[src/logic/hpc_regs.svh]
`ifndef HPC_REGS_SVH
`define HPC_REGS_SVH
// register offsets (byte addresses)
`define HPC_OFS_CTRL      8'h00
`define HPC_OFS_RAW       8'h04
`define HPC_OFS_MASK      8'h08
`define HPC_OFS_MASKED    8'h0c
`define HPC_OFS_CLEAR     8'h10
`define HPC_OFS_COUNT     8'h14
`define HPC_OFS_MATCH     8'h18
`define HPC_OFS_TRIM      8'h1c
// control register fields
`define HPC_CTL_REQ       0
`define HPC_CTL_CNT_EN    1
`define HPC_CTL_OSC_SEL   2
`define HPC_CTL_MATCH_WEN 3
`define HPC_CTL_PIN_WEN   4
`define HPC_CTL_BATDET_EN 5
`define HPC_CTL_OSC_EN    6
`define HPC_CTL_VETO      7
`define HPC_CTL_BUSY      31
// event fields
`define HPC_EV_MATCH      0
`define HPC_EV_BATLOW     1
`define HPC_EV_PIN        2
// reset values and timing
`define HPC_TRIM_RST      16'h7fff
`define HPC_XTAL_DIV      7'h7f
`define HPC_TRIM_PERIOD   6'h3f
`define HPC_SETTLE_EDGES  2'h3
`define HPC_REGON_NS      32'd500000
`define HPC_POR_NS        32'd10000
`define HPC_CLK_NS        32'd25
`endif

[src/logic/hpc_pkg.sv]
package hpc_pkg;
    typedef enum logic [1:0]
    {
        HPC_RUN      = 2'b00,
        HPC_OFF      = 2'b01,
        HPC_REG_ON   = 2'b10,
        HPC_POR      = 2'b11
    } hpc_state_type;

    typedef struct packed
    {
        logic [7:0]  addr;
        logic [31:0] wdata;
        logic        wr;
        logic        rd;
    } hpc_bus_req_type;

    typedef struct packed
    {
        logic pin;
        logic battery_low_flag;
        logic match;
    } hpc_events_type;
endpackage

[src/logic/hpc_power_ctrl.sv]
// ----------------------------------------------------------------
// Summary of operation
// - drive active-low power-off request to the regulator that cuts chip power, block stays up.
// - in power-off, restore power on resume pin or counter match.
// - power-up is regulator turn-on time then a chip power-on reset.
// - back-to-back reads are accepted without any spacing.
// - reference input is used only while the oscillator enable bit is set.
// - select 0 divides 4.194304 MHz by 128; select 1 uses 32.768 kHz.
// - battery below 2.35 V is flagged by the comparator input.
// - in run state with detect enabled, low battery sets the raw battery event bit.
// - detect plus veto set refuses power-down while battery is low.
// - no battery measurement while powered off.
// - low battery can raise the interrupt through its mask.
// - power-down starts on request bit; no resume source needs to be armed.
// - pin and match resume enables arm their sources, either or both.
// - counter ticks once per second; trim used one second in 64.
// - masked events ored into one interrupt; write one to clear.
// ----------------------------------------------------------------
`timescale 1ns/1ps
`include "hpc_regs.svh"

module hpc_power_ctrl
    import hpc_pkg::*;
#(
    parameter int REGON_CYC = (`HPC_REGON_NS + `HPC_CLK_NS - 1) / `HPC_CLK_NS,
    parameter int POR_CYC   = (`HPC_POR_NS + `HPC_CLK_NS - 1) / `HPC_CLK_NS
)
(
    // clock and reset
    input  wire logic            clock,
    input  wire logic            rst_n,
    input  wire logic            clk_en,
    // register port
    input  wire hpc_bus_req_type bus_req,
    output logic [31:0]          rd_data_ff,
    // pins
    input  wire logic            ref_clk_in,
    input  wire logic            resume_n,
    input  wire logic            battery_below_thresh,
    output logic                 power_off_request_out_n_ff,
    output logic                 chip_reset_n_ff,
    output logic                 irq_ff
);

    // ----------------------------------------------------------------
    // register state
    // ----------------------------------------------------------------
    logic [7:0]     ctrl_ff,   nxt_ctrl;
    hpc_events_type raw_ff,    nxt_raw;
    hpc_events_type mask_ff,   nxt_mask;
    logic [31:0]    count_ff,  nxt_count;
    logic [31:0]    match_ff,  nxt_match;
    logic [15:0]    trim_ff,   nxt_trim;
    logic [31:0]    nxt_rd;
    logic           nxt_irq;

    // reference domain helpers (sampled as synchronous input)
    logic           ref_d_ff,  nxt_ref_d;
    logic [6:0]     xdiv_ff,   nxt_xdiv;
    logic [15:0]    pre_ff,    nxt_pre;
    logic [5:0]     sec_ff,    nxt_sec;
    logic [1:0]     settle_ff, nxt_settle;

    // power sequencing
    hpc_state_type  state_ff,  nxt_state;
    logic [31:0]    tmr_ff,    nxt_tmr;
    logic           nxt_off_n;
    logic           nxt_por_n;

    function automatic logic sel(input logic [7:0] a, input logic [7:0] ofs);
        sel = (a == ofs);
    endfunction

    logic ref_edge;
    logic ref_tick;
    logic sec_tick;
    logic matched;
    logic batt_low_seen;
    logic wr_ctrl;

    // ----------------------------------------------------------------
    // reference clock path
    // ----------------------------------------------------------------
    always_comb
    begin
        nxt_ref_d = ref_clk_in & ctrl_ff[`HPC_CTL_OSC_EN];
        ref_edge  = nxt_ref_d & ~ref_d_ff;
        nxt_xdiv  = xdiv_ff;
        ref_tick  = 1'b0;
        if (ref_edge)
        begin
            if (ctrl_ff[`HPC_CTL_OSC_SEL])
            begin
                ref_tick = 1'b1;
            end
            else
            begin
                nxt_xdiv = xdiv_ff + 7'h01;
                ref_tick = (xdiv_ff == `HPC_XTAL_DIV);
            end
        end
        // predivider counts down; trim reload once per 64 seconds
        nxt_pre  = pre_ff;
        nxt_sec  = sec_ff;
        sec_tick = 1'b0;
        if (ref_tick && ctrl_ff[`HPC_CTL_CNT_EN])
        begin
            if (pre_ff == 16'h0000)
            begin
                sec_tick = 1'b1;
                nxt_sec  = sec_ff + 6'h01;
                nxt_pre  = (sec_ff == `HPC_TRIM_PERIOD) ? trim_ff : `HPC_TRIM_RST;
            end
            else
            begin
                nxt_pre = pre_ff - 16'h0001;
            end
        end
        // write settling counted in reference ticks
        nxt_settle = settle_ff;
        if (wr_ctrl)
        begin
            nxt_settle = `HPC_SETTLE_EDGES;
        end
        else if (ref_tick && settle_ff != 2'h0)
        begin
            nxt_settle = settle_ff - 2'h1;
        end
    end

    // ----------------------------------------------------------------
    // registers, events and read path
    // ----------------------------------------------------------------
    always_comb
    begin
        wr_ctrl     = bus_req.wr && sel(bus_req.addr, `HPC_OFS_CTRL);
        matched     = (count_ff == match_ff);
        // no measurement while powered off
        batt_low_seen = ctrl_ff[`HPC_CTL_BATDET_EN] && battery_below_thresh
                      && state_ff == HPC_RUN;
        nxt_ctrl  = ctrl_ff;
        nxt_mask  = mask_ff;
        nxt_match = match_ff;
        nxt_trim  = trim_ff;
        nxt_raw   = raw_ff;
        nxt_count = sec_tick ? count_ff + 32'h1 : count_ff;
        if (bus_req.wr)
        begin
            if (wr_ctrl)
            begin
                nxt_ctrl = bus_req.wdata[7:0];
            end
            if (sel(bus_req.addr, `HPC_OFS_MASK))
            begin
                nxt_mask = bus_req.wdata[2:0];
            end
            if (sel(bus_req.addr, `HPC_OFS_CLEAR))
            begin
                nxt_raw = raw_ff & ~bus_req.wdata[2:0];
            end
            if (sel(bus_req.addr, `HPC_OFS_COUNT))
            begin
                nxt_count = bus_req.wdata;
            end
            if (sel(bus_req.addr, `HPC_OFS_MATCH))
            begin
                nxt_match = bus_req.wdata;
            end
            if (sel(bus_req.addr, `HPC_OFS_TRIM))
            begin
                nxt_trim = bus_req.wdata[15:0];
            end
        end
        // set wins over clear
        if (sec_tick && nxt_count == match_ff)
        begin
            nxt_raw.match = 1'b1;
        end
        if (batt_low_seen)
        begin
            nxt_raw.battery_low_flag = 1'b1;
        end
        if (!resume_n)
        begin
            nxt_raw.pin = 1'b1;
        end
        // request bit self-clears once acted on or refused
        if (state_ff == HPC_RUN && ctrl_ff[`HPC_CTL_REQ])
        begin
            nxt_ctrl[`HPC_CTL_REQ] = 1'b0;
        end
        nxt_irq = |(nxt_raw & nxt_mask);
        nxt_rd  = 32'h0;
        if (bus_req.rd)
        begin
            // reads have no side effects, so any spacing works
            case (bus_req.addr)
                `HPC_OFS_CTRL:   nxt_rd = {(settle_ff != 2'h0), 23'h0, ctrl_ff};
                `HPC_OFS_RAW:    nxt_rd = {29'h0, raw_ff};
                `HPC_OFS_MASK:   nxt_rd = {29'h0, mask_ff};
                `HPC_OFS_MASKED: nxt_rd = {29'h0, raw_ff & mask_ff};
                `HPC_OFS_COUNT:  nxt_rd = count_ff;
                `HPC_OFS_MATCH:  nxt_rd = match_ff;
                `HPC_OFS_TRIM:   nxt_rd = {16'h0, trim_ff};
                default:         nxt_rd = 32'h0;
            endcase
        end
    end

    // ----------------------------------------------------------------
    // power sequencer
    // ----------------------------------------------------------------
    always_comb
    begin
        nxt_state = state_ff;
        nxt_tmr   = tmr_ff;
        case (state_ff)
            HPC_RUN:
            begin
                // refuse while battery low with detect and veto set
                if (ctrl_ff[`HPC_CTL_REQ] &&
                    !(ctrl_ff[`HPC_CTL_BATDET_EN] && ctrl_ff[`HPC_CTL_VETO]
                      && battery_below_thresh))
                begin
                    nxt_state = HPC_OFF;
                end
            end
            HPC_OFF:
            begin
                if ((ctrl_ff[`HPC_CTL_PIN_WEN] && !resume_n) ||
                    (ctrl_ff[`HPC_CTL_MATCH_WEN] && matched))
                begin
                    nxt_state = HPC_REG_ON;
                    nxt_tmr   = 32'h0;
                end
            end
            HPC_REG_ON:
            begin
                nxt_tmr = tmr_ff + 32'h1;
                if (tmr_ff >= REGON_CYC[31:0] - 32'h1)
                begin
                    nxt_state = HPC_POR;
                    nxt_tmr   = 32'h0;
                end
            end
            HPC_POR:
            begin
                nxt_tmr = tmr_ff + 32'h1;
                if (tmr_ff >= POR_CYC[31:0] - 32'h1)
                begin
                    nxt_state = HPC_RUN;
                end
            end
            default:
            begin
                nxt_state = HPC_RUN;
            end
        endcase
        nxt_off_n = (nxt_state != HPC_OFF);
        nxt_por_n = (nxt_state == HPC_RUN);
    end

    // ----------------------------------------------------------------
    // state registers
    // ----------------------------------------------------------------
    always_ff @(posedge clock or negedge rst_n)
    begin
        if (!rst_n)
        begin
            ctrl_ff                    <= 8'h00;
            raw_ff                     <= 3'h0;
            mask_ff                    <= 3'h0;
            count_ff                   <= 32'h0;
            match_ff                   <= 32'hffffffff;
            trim_ff                    <= `HPC_TRIM_RST;
            rd_data_ff                 <= 32'h0;
            irq_ff                     <= 1'b0;
            ref_d_ff                   <= 1'b0;
            xdiv_ff                    <= 7'h00;
            pre_ff                     <= `HPC_TRIM_RST;
            sec_ff                     <= 6'h00;
            settle_ff                  <= 2'h0;
            state_ff                   <= HPC_RUN;
            tmr_ff                     <= 32'h0;
            power_off_request_out_n_ff <= 1'b1;
            chip_reset_n_ff            <= 1'b1;
        end
        else if (clk_en)
        begin
            ctrl_ff                    <= nxt_ctrl;
            raw_ff                     <= nxt_raw;
            mask_ff                    <= nxt_mask;
            count_ff                   <= nxt_count;
            match_ff                   <= nxt_match;
            trim_ff                    <= nxt_trim;
            rd_data_ff                 <= nxt_rd;
            irq_ff                     <= nxt_irq;
            ref_d_ff                   <= nxt_ref_d;
            xdiv_ff                    <= nxt_xdiv;
            pre_ff                     <= nxt_pre;
            sec_ff                     <= nxt_sec;
            settle_ff                  <= nxt_settle;
            state_ff                   <= nxt_state;
            tmr_ff                     <= nxt_tmr;
            power_off_request_out_n_ff <= nxt_off_n;
            chip_reset_n_ff            <= nxt_por_n;
        end
    end

endmodule

[config.mk]
export PLATFORM = sky130hd
export DESIGN_NAME = hpc_power_ctrl
export DESIGN_NICKNAME = d
export VERILOG_FILES = /design/src/logic/hpc_pkg.sv /design/src/logic/hpc_power_ctrl.sv
export VERILOG_INCLUDE_DIRS = /design/src /design/src/logic
export SDC_FILE = /design/constraint.sdc
export NUM_CORES = 1
export LEC_CHECK = 0
export ABC_AREA = 1
export BUFFER_PORTS_ARGS = -buffer_cell sky130_fd_sc_hd__clkbuf_2
export CORE_ASPECT_RATIO = 1.5
export CORE_MARGIN = 3
export CORE_UTILIZATION = 45
export DETAILED_ROUTE_END_ITERATION = 16
export PLACE_DENSITY = 0.68
export SYNTH_ARGS = -nofsm -noshare
export SYNTH_HDL_FRONTEND = slang
export SYNTH_SLANG_ARGS = --single-unit
[constraint.sdc]
create_clock -name clock -period 2.45 [get_ports clock]
set_input_delay 0.245 -clock clock [delete_from_list [all_inputs] [get_ports clock]]
set_output_delay 0.245 -clock clock [all_outputs]
set_load 0.02 [all_outputs]
* Yosys cells after proc, flatten, opt, wreduce, memory -nomap -nowiden
Index checks and enable logic that the tools add are counted.
** Operators by class
- $add $sub $neg :: 6
- Order comparisons :: 2
- Equal/unequal tests :: 16
- Muxes and demuxes :: 31
- Bitwise operators :: 8
- Reduce and logical (&&, ||, !) cells :: 34
** Operator list (number)
- 32-bit case mux with 7 select lines :: 1
- 32-bit 2-to-1 mux :: 6
- 32-bit case mux with 3 select lines :: 1
- 32-bit by 1-bit adder with 32-bit output, second input constant :: 2
- 32-bit == test :: 2
- 8-bit by 5-bit == test with 1-bit output, second input constant :: 4
- 32-bit by 15-bit >= comparator with 1-bit output, second input constant :: 1
- 32-bit by 9-bit >= comparator with 1-bit output, second input constant :: 1
- 16-bit 2-to-1 mux :: 2
- 3-bit AND reduction :: 7
- 8-bit by 4-bit == test with 1-bit output, second input constant :: 2
- 16-bit logical NOT :: 1
- 16-bit by 1-bit subtractor with 16-bit output, second input constant :: 1
- 1-bit logical AND :: 12
- 2-bit 2-to-1 mux :: 6
- 3-bit 2-to-1 mux :: 4
- 1-bit 2-to-1 mux :: 10
- 3-bit AND :: 3
- 8-bit by 3-bit == test with 1-bit output, second input constant :: 1
- 8-bit logical NOT :: 1
- 2-bit case mux with 4 select lines :: 1
- 2-bit nonzero test :: 4
- 7-bit by 1-bit adder with 7-bit output, second input constant :: 1
- 7-bit == test, second input constant :: 1
- other kinds (16) :: 22
** Storage, ports and cells
- Flip-flop bits (word level) :: 195
- Input port bits :: 48
- Output and inout port bits :: 35
- Logic and storage cells :: 119

* Longest topological paths before layout
Gate-level depths: netlist (run 1).
- Depth after elaboration :: 13
- Depth in mapped cells :: 23
- Mapped depth without buffers :: 23

* Least setup slack after synthesis (run 1)
OpenSTA, ideal clock, no wires.
- Kind :: reg-to-reg
- Start point :: register pre_ff[0]
- End point :: register irq_ff
- Library setup time :: 0.066 ns
- Data arrival time :: 2.097 ns
- Required time :: 2.384 ns
- Slack :: 0.287 ns
- Cell stages (with the launch flop) :: 20
- Buffers on the path :: 2
- Period minus slack after synthesis :: 2.163 ns
- Cells stage by stage :: dfstp_2 -> inv_1 -> ha_1 -> nand2_1 -> nor2_2 -> nand2_2 -> nor2_4 -> buf_6 -> buf_6 -> o21ai_0 -> o21ai_1 -> nand2_1 -> nand3_1 -> nor2_1 -> nand2_1 -> nor2_1 -> nand2_1 -> nand2_1 -> nand2_1 -> nand2_1
** Between the ends
- Longest elaborated chain between the ends :: 11
** Ends and longest elaborated chain
- start, declared :: RTL line hpc_power_ctrl.sv:60 : logic [15:0] pre_ff, nxt_pre;
- start signal, assigned :: RTL line hpc_power_ctrl.sv:280 : pre_ff <= `HPC_TRIM_RST;
- start signal, assigned :: RTL line hpc_power_ctrl.sv:300 : pre_ff <= nxt_pre;
- 16-bit logical NOT * :: RTL line hpc_power_ctrl.sv:108 : if (pre_ff == 16'h0000)
- 1-bit 2-to-1 mux * :: RTL line hpc_power_ctrl.sv:108
- 1-bit 2-to-1 mux * :: RTL line hpc_power_ctrl.sv:106 : if (ref_tick && ctrl_ff[`HPC_CTL_CNT_EN])
- 32-bit 2-to-1 mux :: RTL line hpc_power_ctrl.sv:146 : nxt_count = sec_tick ? count_ff + 32'h1 : count_ff;
- 32-bit 2-to-1 mux :: RTL line hpc_power_ctrl.sv:161 : if (sel(bus_req.addr, `HPC_OFS_COUNT))
- 32-bit 2-to-1 mux :: RTL line hpc_power_ctrl.sv:147 : if (bus_req.wr)
- 32-bit == test :: RTL line hpc_power_ctrl.sv:175 : if (sec_tick && nxt_count == match_ff)
- 1-bit logical AND * :: RTL line hpc_power_ctrl.sv:175
- 1-bit 2-to-1 mux * :: RTL line hpc_power_ctrl.sv:175
- 3-bit AND * :: RTL line hpc_power_ctrl.sv:192 : nxt_irq = |(nxt_raw & nxt_mask);
- 3-bit OR reduction * :: RTL line hpc_power_ctrl.sv:192
- end signal, assigned :: RTL line hpc_power_ctrl.sv:297 : irq_ff <= nxt_irq;
- end, declared :: RTL line hpc_power_ctrl.sv:42 : output logic irq_ff
Mark *: on every way between the ends. The rest lies on a longest branch, timed or not.
A chain may end at the register's enable or synchronous reset.

* Final worst setup path (run 1)
- Start point :: register pre_ff[1]
- End point :: register raw_ff[0] (netlist bit)
** Between the ends
- Longest elaborated chain between the ends :: 9
** Ends and longest elaborated chain
- 16-bit logical NOT * :: RTL line hpc_power_ctrl.sv:108
- 1-bit 2-to-1 mux * :: RTL line hpc_power_ctrl.sv:108
- 1-bit 2-to-1 mux * :: RTL line hpc_power_ctrl.sv:106
- 32-bit 2-to-1 mux :: RTL line hpc_power_ctrl.sv:146
- 32-bit 2-to-1 mux :: RTL line hpc_power_ctrl.sv:161
- 32-bit 2-to-1 mux :: RTL line hpc_power_ctrl.sv:147
- 32-bit == test :: RTL line hpc_power_ctrl.sv:175
- 1-bit logical AND * :: RTL line hpc_power_ctrl.sv:175
- 1-bit 2-to-1 mux * :: RTL line hpc_power_ctrl.sv:175
- end signal, assigned :: RTL line hpc_power_ctrl.sv:291 : raw_ff <= nxt_raw;
- end, declared :: RTL line hpc_power_ctrl.sv:49 : hpc_events_type raw_ff, nxt_raw;
Marks and branches as above.

==> results of run 1 <==
==> repair_timing <==
item	in CTS	in global routing
buffers inserted	2	9
cloned	1	5
hold buffers	6	0
pin swaps	6	29
resized for setup	23	64
endpoints found under the hold margin	59	0
setup endpoints to repair	34	33
==> registers in the layout, indices dropped and copies added, names as in the netlist, 2 cells and up <==
register,cells
sec_ff,6
trim_ff,16
match_ff,32
raw_ff,3
rd_data_ff,32
ctrl_ff,8
count_ff,32
xdiv_ff,7
state_ff,2
tmr_ff,32
settle_ff,2
pre_ff,16
mask_ff,3
==> cells by family (layout without fill, tap and decap cells) <==
group	count (synthesis)	count (layout)
DFF	195	195
buffers and inverters	245	510
adders and majority gates	7	7
muxes	2	2
xor gates and xnor gates	57	57
and+or+nand+nor	924	926
AOI/OAI and AO/OA	313	313
==> cell usage after synthesis (15+ instances only) <==
cell / instances
nor2_1: 149
nor4_1: 15
a22o_1: 19
xnor2_1: 15
o22ai_1: 29
buf_2: 15
inv_1: 176
nand2_1: 579
o31ai_1: 16
dfstp_2: 64
clkbuf_1: 36
a221oi_1: 15
o21ai_0: 169
nand3_1: 91
dfrtp_1: 131
nor3_1: 32
a21oi_1: 27
xor2_1: 42
nand4_1: 21
==> report_power, final <==
group / total, mW / internal (mW) / switching (mW)
Clock: 3.14 / 1.74 / 1.40
Combinational: 2.04 / 0.825 / 1.22
Sequential: 3.62 / 3.44 / 0.184
==> worst max-delay path: cells and delay by family (launching register included) <==
kind	cells	cell delay (ps)
DFF	1	550
adders and majority gates	1	150
buffers and inverters	2	300
and+or+nand+nor	16	1530
==> placed cells by master, fill, tap and decap left out, types with 4 or more instances in the layout <==
master	count
nor2_4	8
o22ai_1	29
clkinv_4	4
o21ai_1	12
nand4_1	21
clkbuf_2	81
nand3_1	87
inv_1	170
a22o_1	19
o31ai_1	10
buf_4	193
nand3_2	6
nand2_4	6
inv_8	4
ha_1	6
nor4_1	15
dlygate4sd3_1	6
nand3b_1	5
xor2_1	42
clkbuf_16	21
o21ai_0	166
clkinvlp_4	4
buf_12	9
dfrtp_1	131
a21oi_1	24
o31ai_2	6
nor3_1	28
nor2_1	131
a221oi_1	15
dfstp_2	64
o2111ai_1	4
inv_2	6
xnor2_1	15
nand2_2	17
a211oi_1	5
nor3_2	4
nand2_1	564
bufinv_16	4
nor2_2	24
==> final cells by class <==
type                            count  area [um2]
Clock buffer                       17       425.4
Clock inverter                     15       227.7
Fill cell                        2468       11150
Inverter                          180       686.9
Multi-Input combinational cell   1305        6636
Sequential cell                   195        4960
Tap cell                          337       421.7
Timing Repair Buffer              298        2257
==> routing by layer <==
layer | track usage (%) | vias to the layer above | wire, um | share of wire [%]
met3 | 3.732 | 133 | 1307 | 3.2
met2 | 52.68 | 341 | 22350 | 54
met5 | 0 | - | 0 | 0
met1 | 30.01 | 6138 | 15380 | 37
met4 | 15.61 | 0 | 2450 | 5.9
li1 | - | 6220 | - | -
==> metrics by stage <==
stage | area [um2] | util [%] | setup slack [ps] | power [mW]
after floorplan | 12310 | - | 286.9 | 4.652
after global placement | 14370 | 53.70 | -180.3 | 5.396
after detailed placement | 14370 | 53.70 | -205.2 | 5.420
after CTS | 15210 | 56.82 | -104.7 | 8.600
after global routing | 15620 | 58.35 | -357.0 | 9.191
final | 15620 | 58.35 | -124.5 | 8.805
==> final timing paths <==
kind                                             to              startpoint  depth (start not counted)
setup / recovery              raw_ff[0]$_DFFE_PN0P_   pre_ff[1]$_DFFE_PN1P_                         19
hold / removal             match_ff[30]$_DFFE_PN1P_             bus_req[32]                          3
setup reg to reg              raw_ff[0]$_DFFE_PN0P_   pre_ff[1]$_DFFE_PN1P_                         19
hold reg to reg              xdiv_ff[6]$_DFFE_PN0P_  xdiv_ff[6]$_DFFE_PN0P_                          1
max in group asynchronous  match_ff[23]$_DFFE_PN1P_                   rst_n                          3
min in group asynchronous    xdiv_ff[6]$_DFFE_PN0P_                   rst_n                          2
==> impl_metrics.tcl, run 1 <==
set metrics [dict create \
    status "finished with violations" \
    violations "negative setup slack" \
    antenna_found_initial 0 \
    synth_compound_gate_area_share_pct 15.06 \
    vias 12830 \
    n_antenna_cell 0 \
    ys_seq_area_share_pct 40.28 \
    synth-xor-area-share_pct 4.055 \
    drt-total-wl_mm 41.48 \
    place_congestion 1.004 \
    synth_adder_area_share_pct 0.7114 \
    r2r_setup_slack_ps -120 \
    dieHeight_um 208.6 \
    area_growth_pct 26.83 \
    fin_skew_ps 15.82 \
    yosys.area.top_type_share_pct 26.63 \
    io_pins 83 \
    drc_errors 0 \
    drt_iter0_markers 764 \
    synthFlopType "dfrtp_1" \
    hold_viol_final 0 \
    required_ps 2840 \
    ctsHtreeMaxLevel 4 \
    crit_path_end_kind "register" \
    fin_hold_ws_ps 14.81 \
    grt_pass1_wl_mm 65.70 \
    grt_remaining_overflow 0 \
    ant_nets 0 \
    synth_mux_area_share_pct 0.1728 \
    critPathSlowestCell "dfstp_2" \
    async_reset_ff_share_pct 100.0 \
    synth_top_family_by_area "simple AND/OR/NAND/NOR gates" \
    cts_buffers 17 \
    hold_class "input port to register" \
    cts.reportedPaths.clkPinSlew_ps 70 \
    p_per_area_nw_per_um2 563.9 \
    start_util_pct 46.00 \
    clkLatencyLatePin_ps 460 \
    layout.nets 2052 \
    synth_area_leaders "dfrtp_1 27%, nand2_1 18%, dfstp_2 14%" \
    min_period_over_period_pct 105.1 \
    syn-instance-count 1743 \
    crit_arrival_ps 2970 \
    synth_seq_cells 195 \
    synth.distinct_cells 54 \
    drtPass1Iterations 5 \
    yosys_warnings 0 \
    start_kind "register" \
    leakagePower_nw 7.030 \
    place_inst 2292 \
    grt_max_degree 65 \
    worst_slew_pin_slew_ps 652.0 \
    core-area_um2 26760 \
    vias_per_cell 5.467 \
    criticalPathCategory "register to register" \
    ctsLongestPathBuffers 2 \
    wl_per_cell_um 17.68 \
    port_buffers 82 \
    relSlewSlack_pct 56.13 \
    dpl.hpwl_mm 31.39 \
    clk_root_buffer_cell "clkbuf_16" \
    finalSetupTns_ps -259.1 \
    drive_above_1_share_pct 24.08 \
    cp_cell_sequence "inv_2 -> ha_4 -> nand2_2 -> nor2_2 -> nand2_2 -> clkinvlp_4 -> nand2_8 -> nand2_1 -> nand2_1 -> nand2_1 -> nand3_1 -> nand4_1 -> nor2_2 -> nand3_2 -> nor2_1 -> nand2_1 -> nand2_1 -> nand2_1 -> nand2_1" \
    syn_area_um2 12310 \
    grt_pass1_vias 12880 \
    synthSimpleGateAreaFrac_pct 31.60 \
    drv_cap 0 \
    max_freq_ghz 0.3884 \
    ir_drop_v 0.0005107 \
    slowest_delay_ps 550 \
    path_max_fanout 6 \
    synth_top_area_cell "dfrtp_1" \
    crit_top_cell "nand2_1" \
    die_area_um2 29420 \
    row_count 73 \
    grt_use_total_pct 28.16 \
    synth_edf_count 0 \
    finalSetupViolations 4 \
    final.setup.worst_slack_ps -124.5 \
    die_w_um 141.1 \
    cts_tree "yes" \
    post-route-min-period_ps 2574 \
    slew_violations 0 \
    rsz0062_at_grt "yes" \
    synth_nets 1798 \
    fin_cells 2347 \
    synth_area_per_cell_um2 7.064 \
    clock_sinks 195 \
]
Power figures use the tool's default switching activity.
==> inputs of run 2 (changes only) <==
--- a/config.mk
+++ b/config.mk
@@ -16,3 +16,4 @@
 export SYNTH_ARGS = -nofsm -noshare
 export SYNTH_HDL_FRONTEND = slang
 export SYNTH_SLANG_ARGS = --single-unit
+export TNS_END_PERCENT = 5
==> run 2 against run 1 <==
  * Sequential cell count is the same
  * Largest power group unchanged
  * The run still ends with negative setup slack left
  * Sequential share of layout area grew 0.46 points
  * Non-clock buffer count shrank 5
  * Core utilization shrank 0.84 points
  * Combinational power shrank 9%
  * Worst hold slack lost 0.93 ps
  * Die area is the same
  * Critical path type unchanged
  * Sequential power is essentially flat
  * Largest cell class unchanged
==> impl_metrics.tcl, run 2 (synthesis results as in run 1) <==
set metrics [dict create \
    post-route-min-period_ps 2600 \
    n_antenna_cell 0 \
    crit_arrival_ps 2990 \
    dpl.hpwl_mm 31.39 \
    status "finished with violations" \
    cts.reportedPaths.clkPinSlew_ps 80 \
    cts_tree "yes" \
    most-common-layout-cells "573 x nand2_1, 192 x buf_4, 171 x inv_1" \
    start_kind "register" \
    p_per_area_nw_per_um2 559.7 \
    drt-total-wl_mm 41.00 \
    criticalPathCategory "register to register" \
    slew_violations 0 \
    grt_pass1_wl_mm 65.69 \
    grt_pass1_vias 12890 \
    core-area_um2 26760 \
    ant_nets 0 \
    row_count 73 \
    drive_above_1_share_pct 22.75 \
    path_max_fanout 6 \
    drt_iter0_markers 744 \
    relSlewSlack_pct 58.43 \
    vias_per_cell 5.449 \
    cts_buffers 17 \
    hold_class "input port to register" \
    clock_sinks 195 \
    final_common_cell "nand2_1" \
    grt_remaining_overflow 0 \
    area_growth_pct 25.01 \
    max_freq_ghz 0.3846 \
    required_ps 2840 \
    place_inst 2292 \
    drc_errors 0 \
    crit_path_end_kind "register" \
    final_cell_area_um2 15390 \
    ir_drop_v 0.0005094 \
    placed_area_um2 14370 \
    clk_root_buffer_cell "clkbuf_16" \
    rsz0062_at_grt "yes" \
    antenna_found_initial 0 \
    fin_hold_ws_ps 13.88 \
    start_util_pct 46.00 \
    place_congestion 1.004 \
    die_area_um2 29420 \
    hold_viol_final 0 \
    final.setup.worst_slack_ps -149.9 \
    hold-path-cell-count 3 \
    finalSetupViolations 2 \
    clkLatencyLatePin_ps 460 \
    vias 12760 \
    violations "negative setup slack" \
    fin_cells 2341 \
    die_w_um 141.1 \
    drv_cap 0 \
    r2r_cells 19 \
    dieHeight_um 208.6 \
    min_period_over_period_pct 106.1 \
    io_pins 83 \
    ctsLongestPathBuffers 2 \
    fin_skew_ps 16.92 \
    leakagePower_nw 6.935 \
    grt_max_degree 65 \
    wl_per_cell_um 17.51 \
    ctsHtreeMaxLevel 4 \
    drtPass1Iterations 5 \
    finalSetupTns_ps -283.1 \
    worst_slew_pin_slew_ps 623.5 \
    port_buffers 82 \
    layout.nets 2046 \
    grt_use_total_pct 28.17 \
]
run 2: what timing repair did:
action                                 in CTS  in global routing
setup endpoints to repair                  34                 34
gates resized for setup                    18                 32
buffers inserted                            2                  7
endpoints found under the hold margin      59                  0
pin swaps                                   5                 19
cloned                                      1                  1
hold buffers                                6                  0
run 2: power breakdown:
| group | switching [mW] | internal (mW) | total (mW) |
|---|---|---|---|
| Clock | 1.40 | 1.74 | 3.14 |
| Combinational | 1.13 | 0.723 | 1.86 |
| Sequential | 0.182 | 3.44 | 3.62 |
run 2: worst max-delay path, stage by stage (launching register included):
cell,delay [ps]
dfstp_2,550
inv_2,50
ha_4,150
nand2_2,50
nor2_2,40
nand2_2,140
clkinvlp_4,260
nand2_8,180
nand2_1,80
nand2_1,60
nand2_1,70
nand3_1,70
nand4_1,170
nor2_2,190
nand3_2,120
nor2_1,100
nand2_1,70
nand2_1,70
nand2_1,50
nand2_1,70
run 2: layer usage:
layer	vias up	wire (um)	part of all wire (%)	track usage, %
li1	6200	-	-	-
met3	136	1248	3.0	3.800
met4	0	2438	5.9	15.88
met1	6097	15310	37	29.95
met2	323	22010	54	52.58
met5	-	0	0	0
run 2: final timing paths:
| check | from | end | slack, ps |
|---|---|---|---|
| min | bus_req[22] | match_ff[20]$_DFFE_PN1P_ | 10 |
| max reg2reg | pre_ff[1]$_DFFE_PN1P_ | raw_ff[0]$_DFFE_PN0P_ | -150 |
| max in group asynchronous | rst_n | match_ff[23]$_DFFE_PN1P_ | 1330 |
| min in group asynchronous | rst_n | xdiv_ff[6]$_DFFE_PN0P_ | 360 |
| max | pre_ff[1]$_DFFE_PN1P_ | raw_ff[0]$_DFFE_PN0P_ | -150 |
| min reg2reg | xdiv_ff[6]$_DFFE_PN0P_ | xdiv_ff[6]$_DFFE_PN0P_ | 480 |
run 2: final cells by class:
cell class                      count  area (um2)
Sequential cell                   195        4960
Fill cell                        2506       11370
Multi-Input combinational cell   1304        6526
Clock buffer                       17       425.4
Tap cell                          337       421.7
Timing Repair Buffer              293        2151
Inverter                          180       679.4
Clock inverter                     15       227.7
run 2: stage by stage:
step,total power [mW],setup WS (ps),utilization (%)
2_1_floorplan,4.652,286.9,-
5_1_grt,9.003,-357.0,57.51
3_3_place_gp,5.396,-180.3,53.70
6_report,8.615,-149.9,57.51
3_5_place_dp,5.420,-205.2,53.70
4_1_cts,8.589,-104.7,56.73
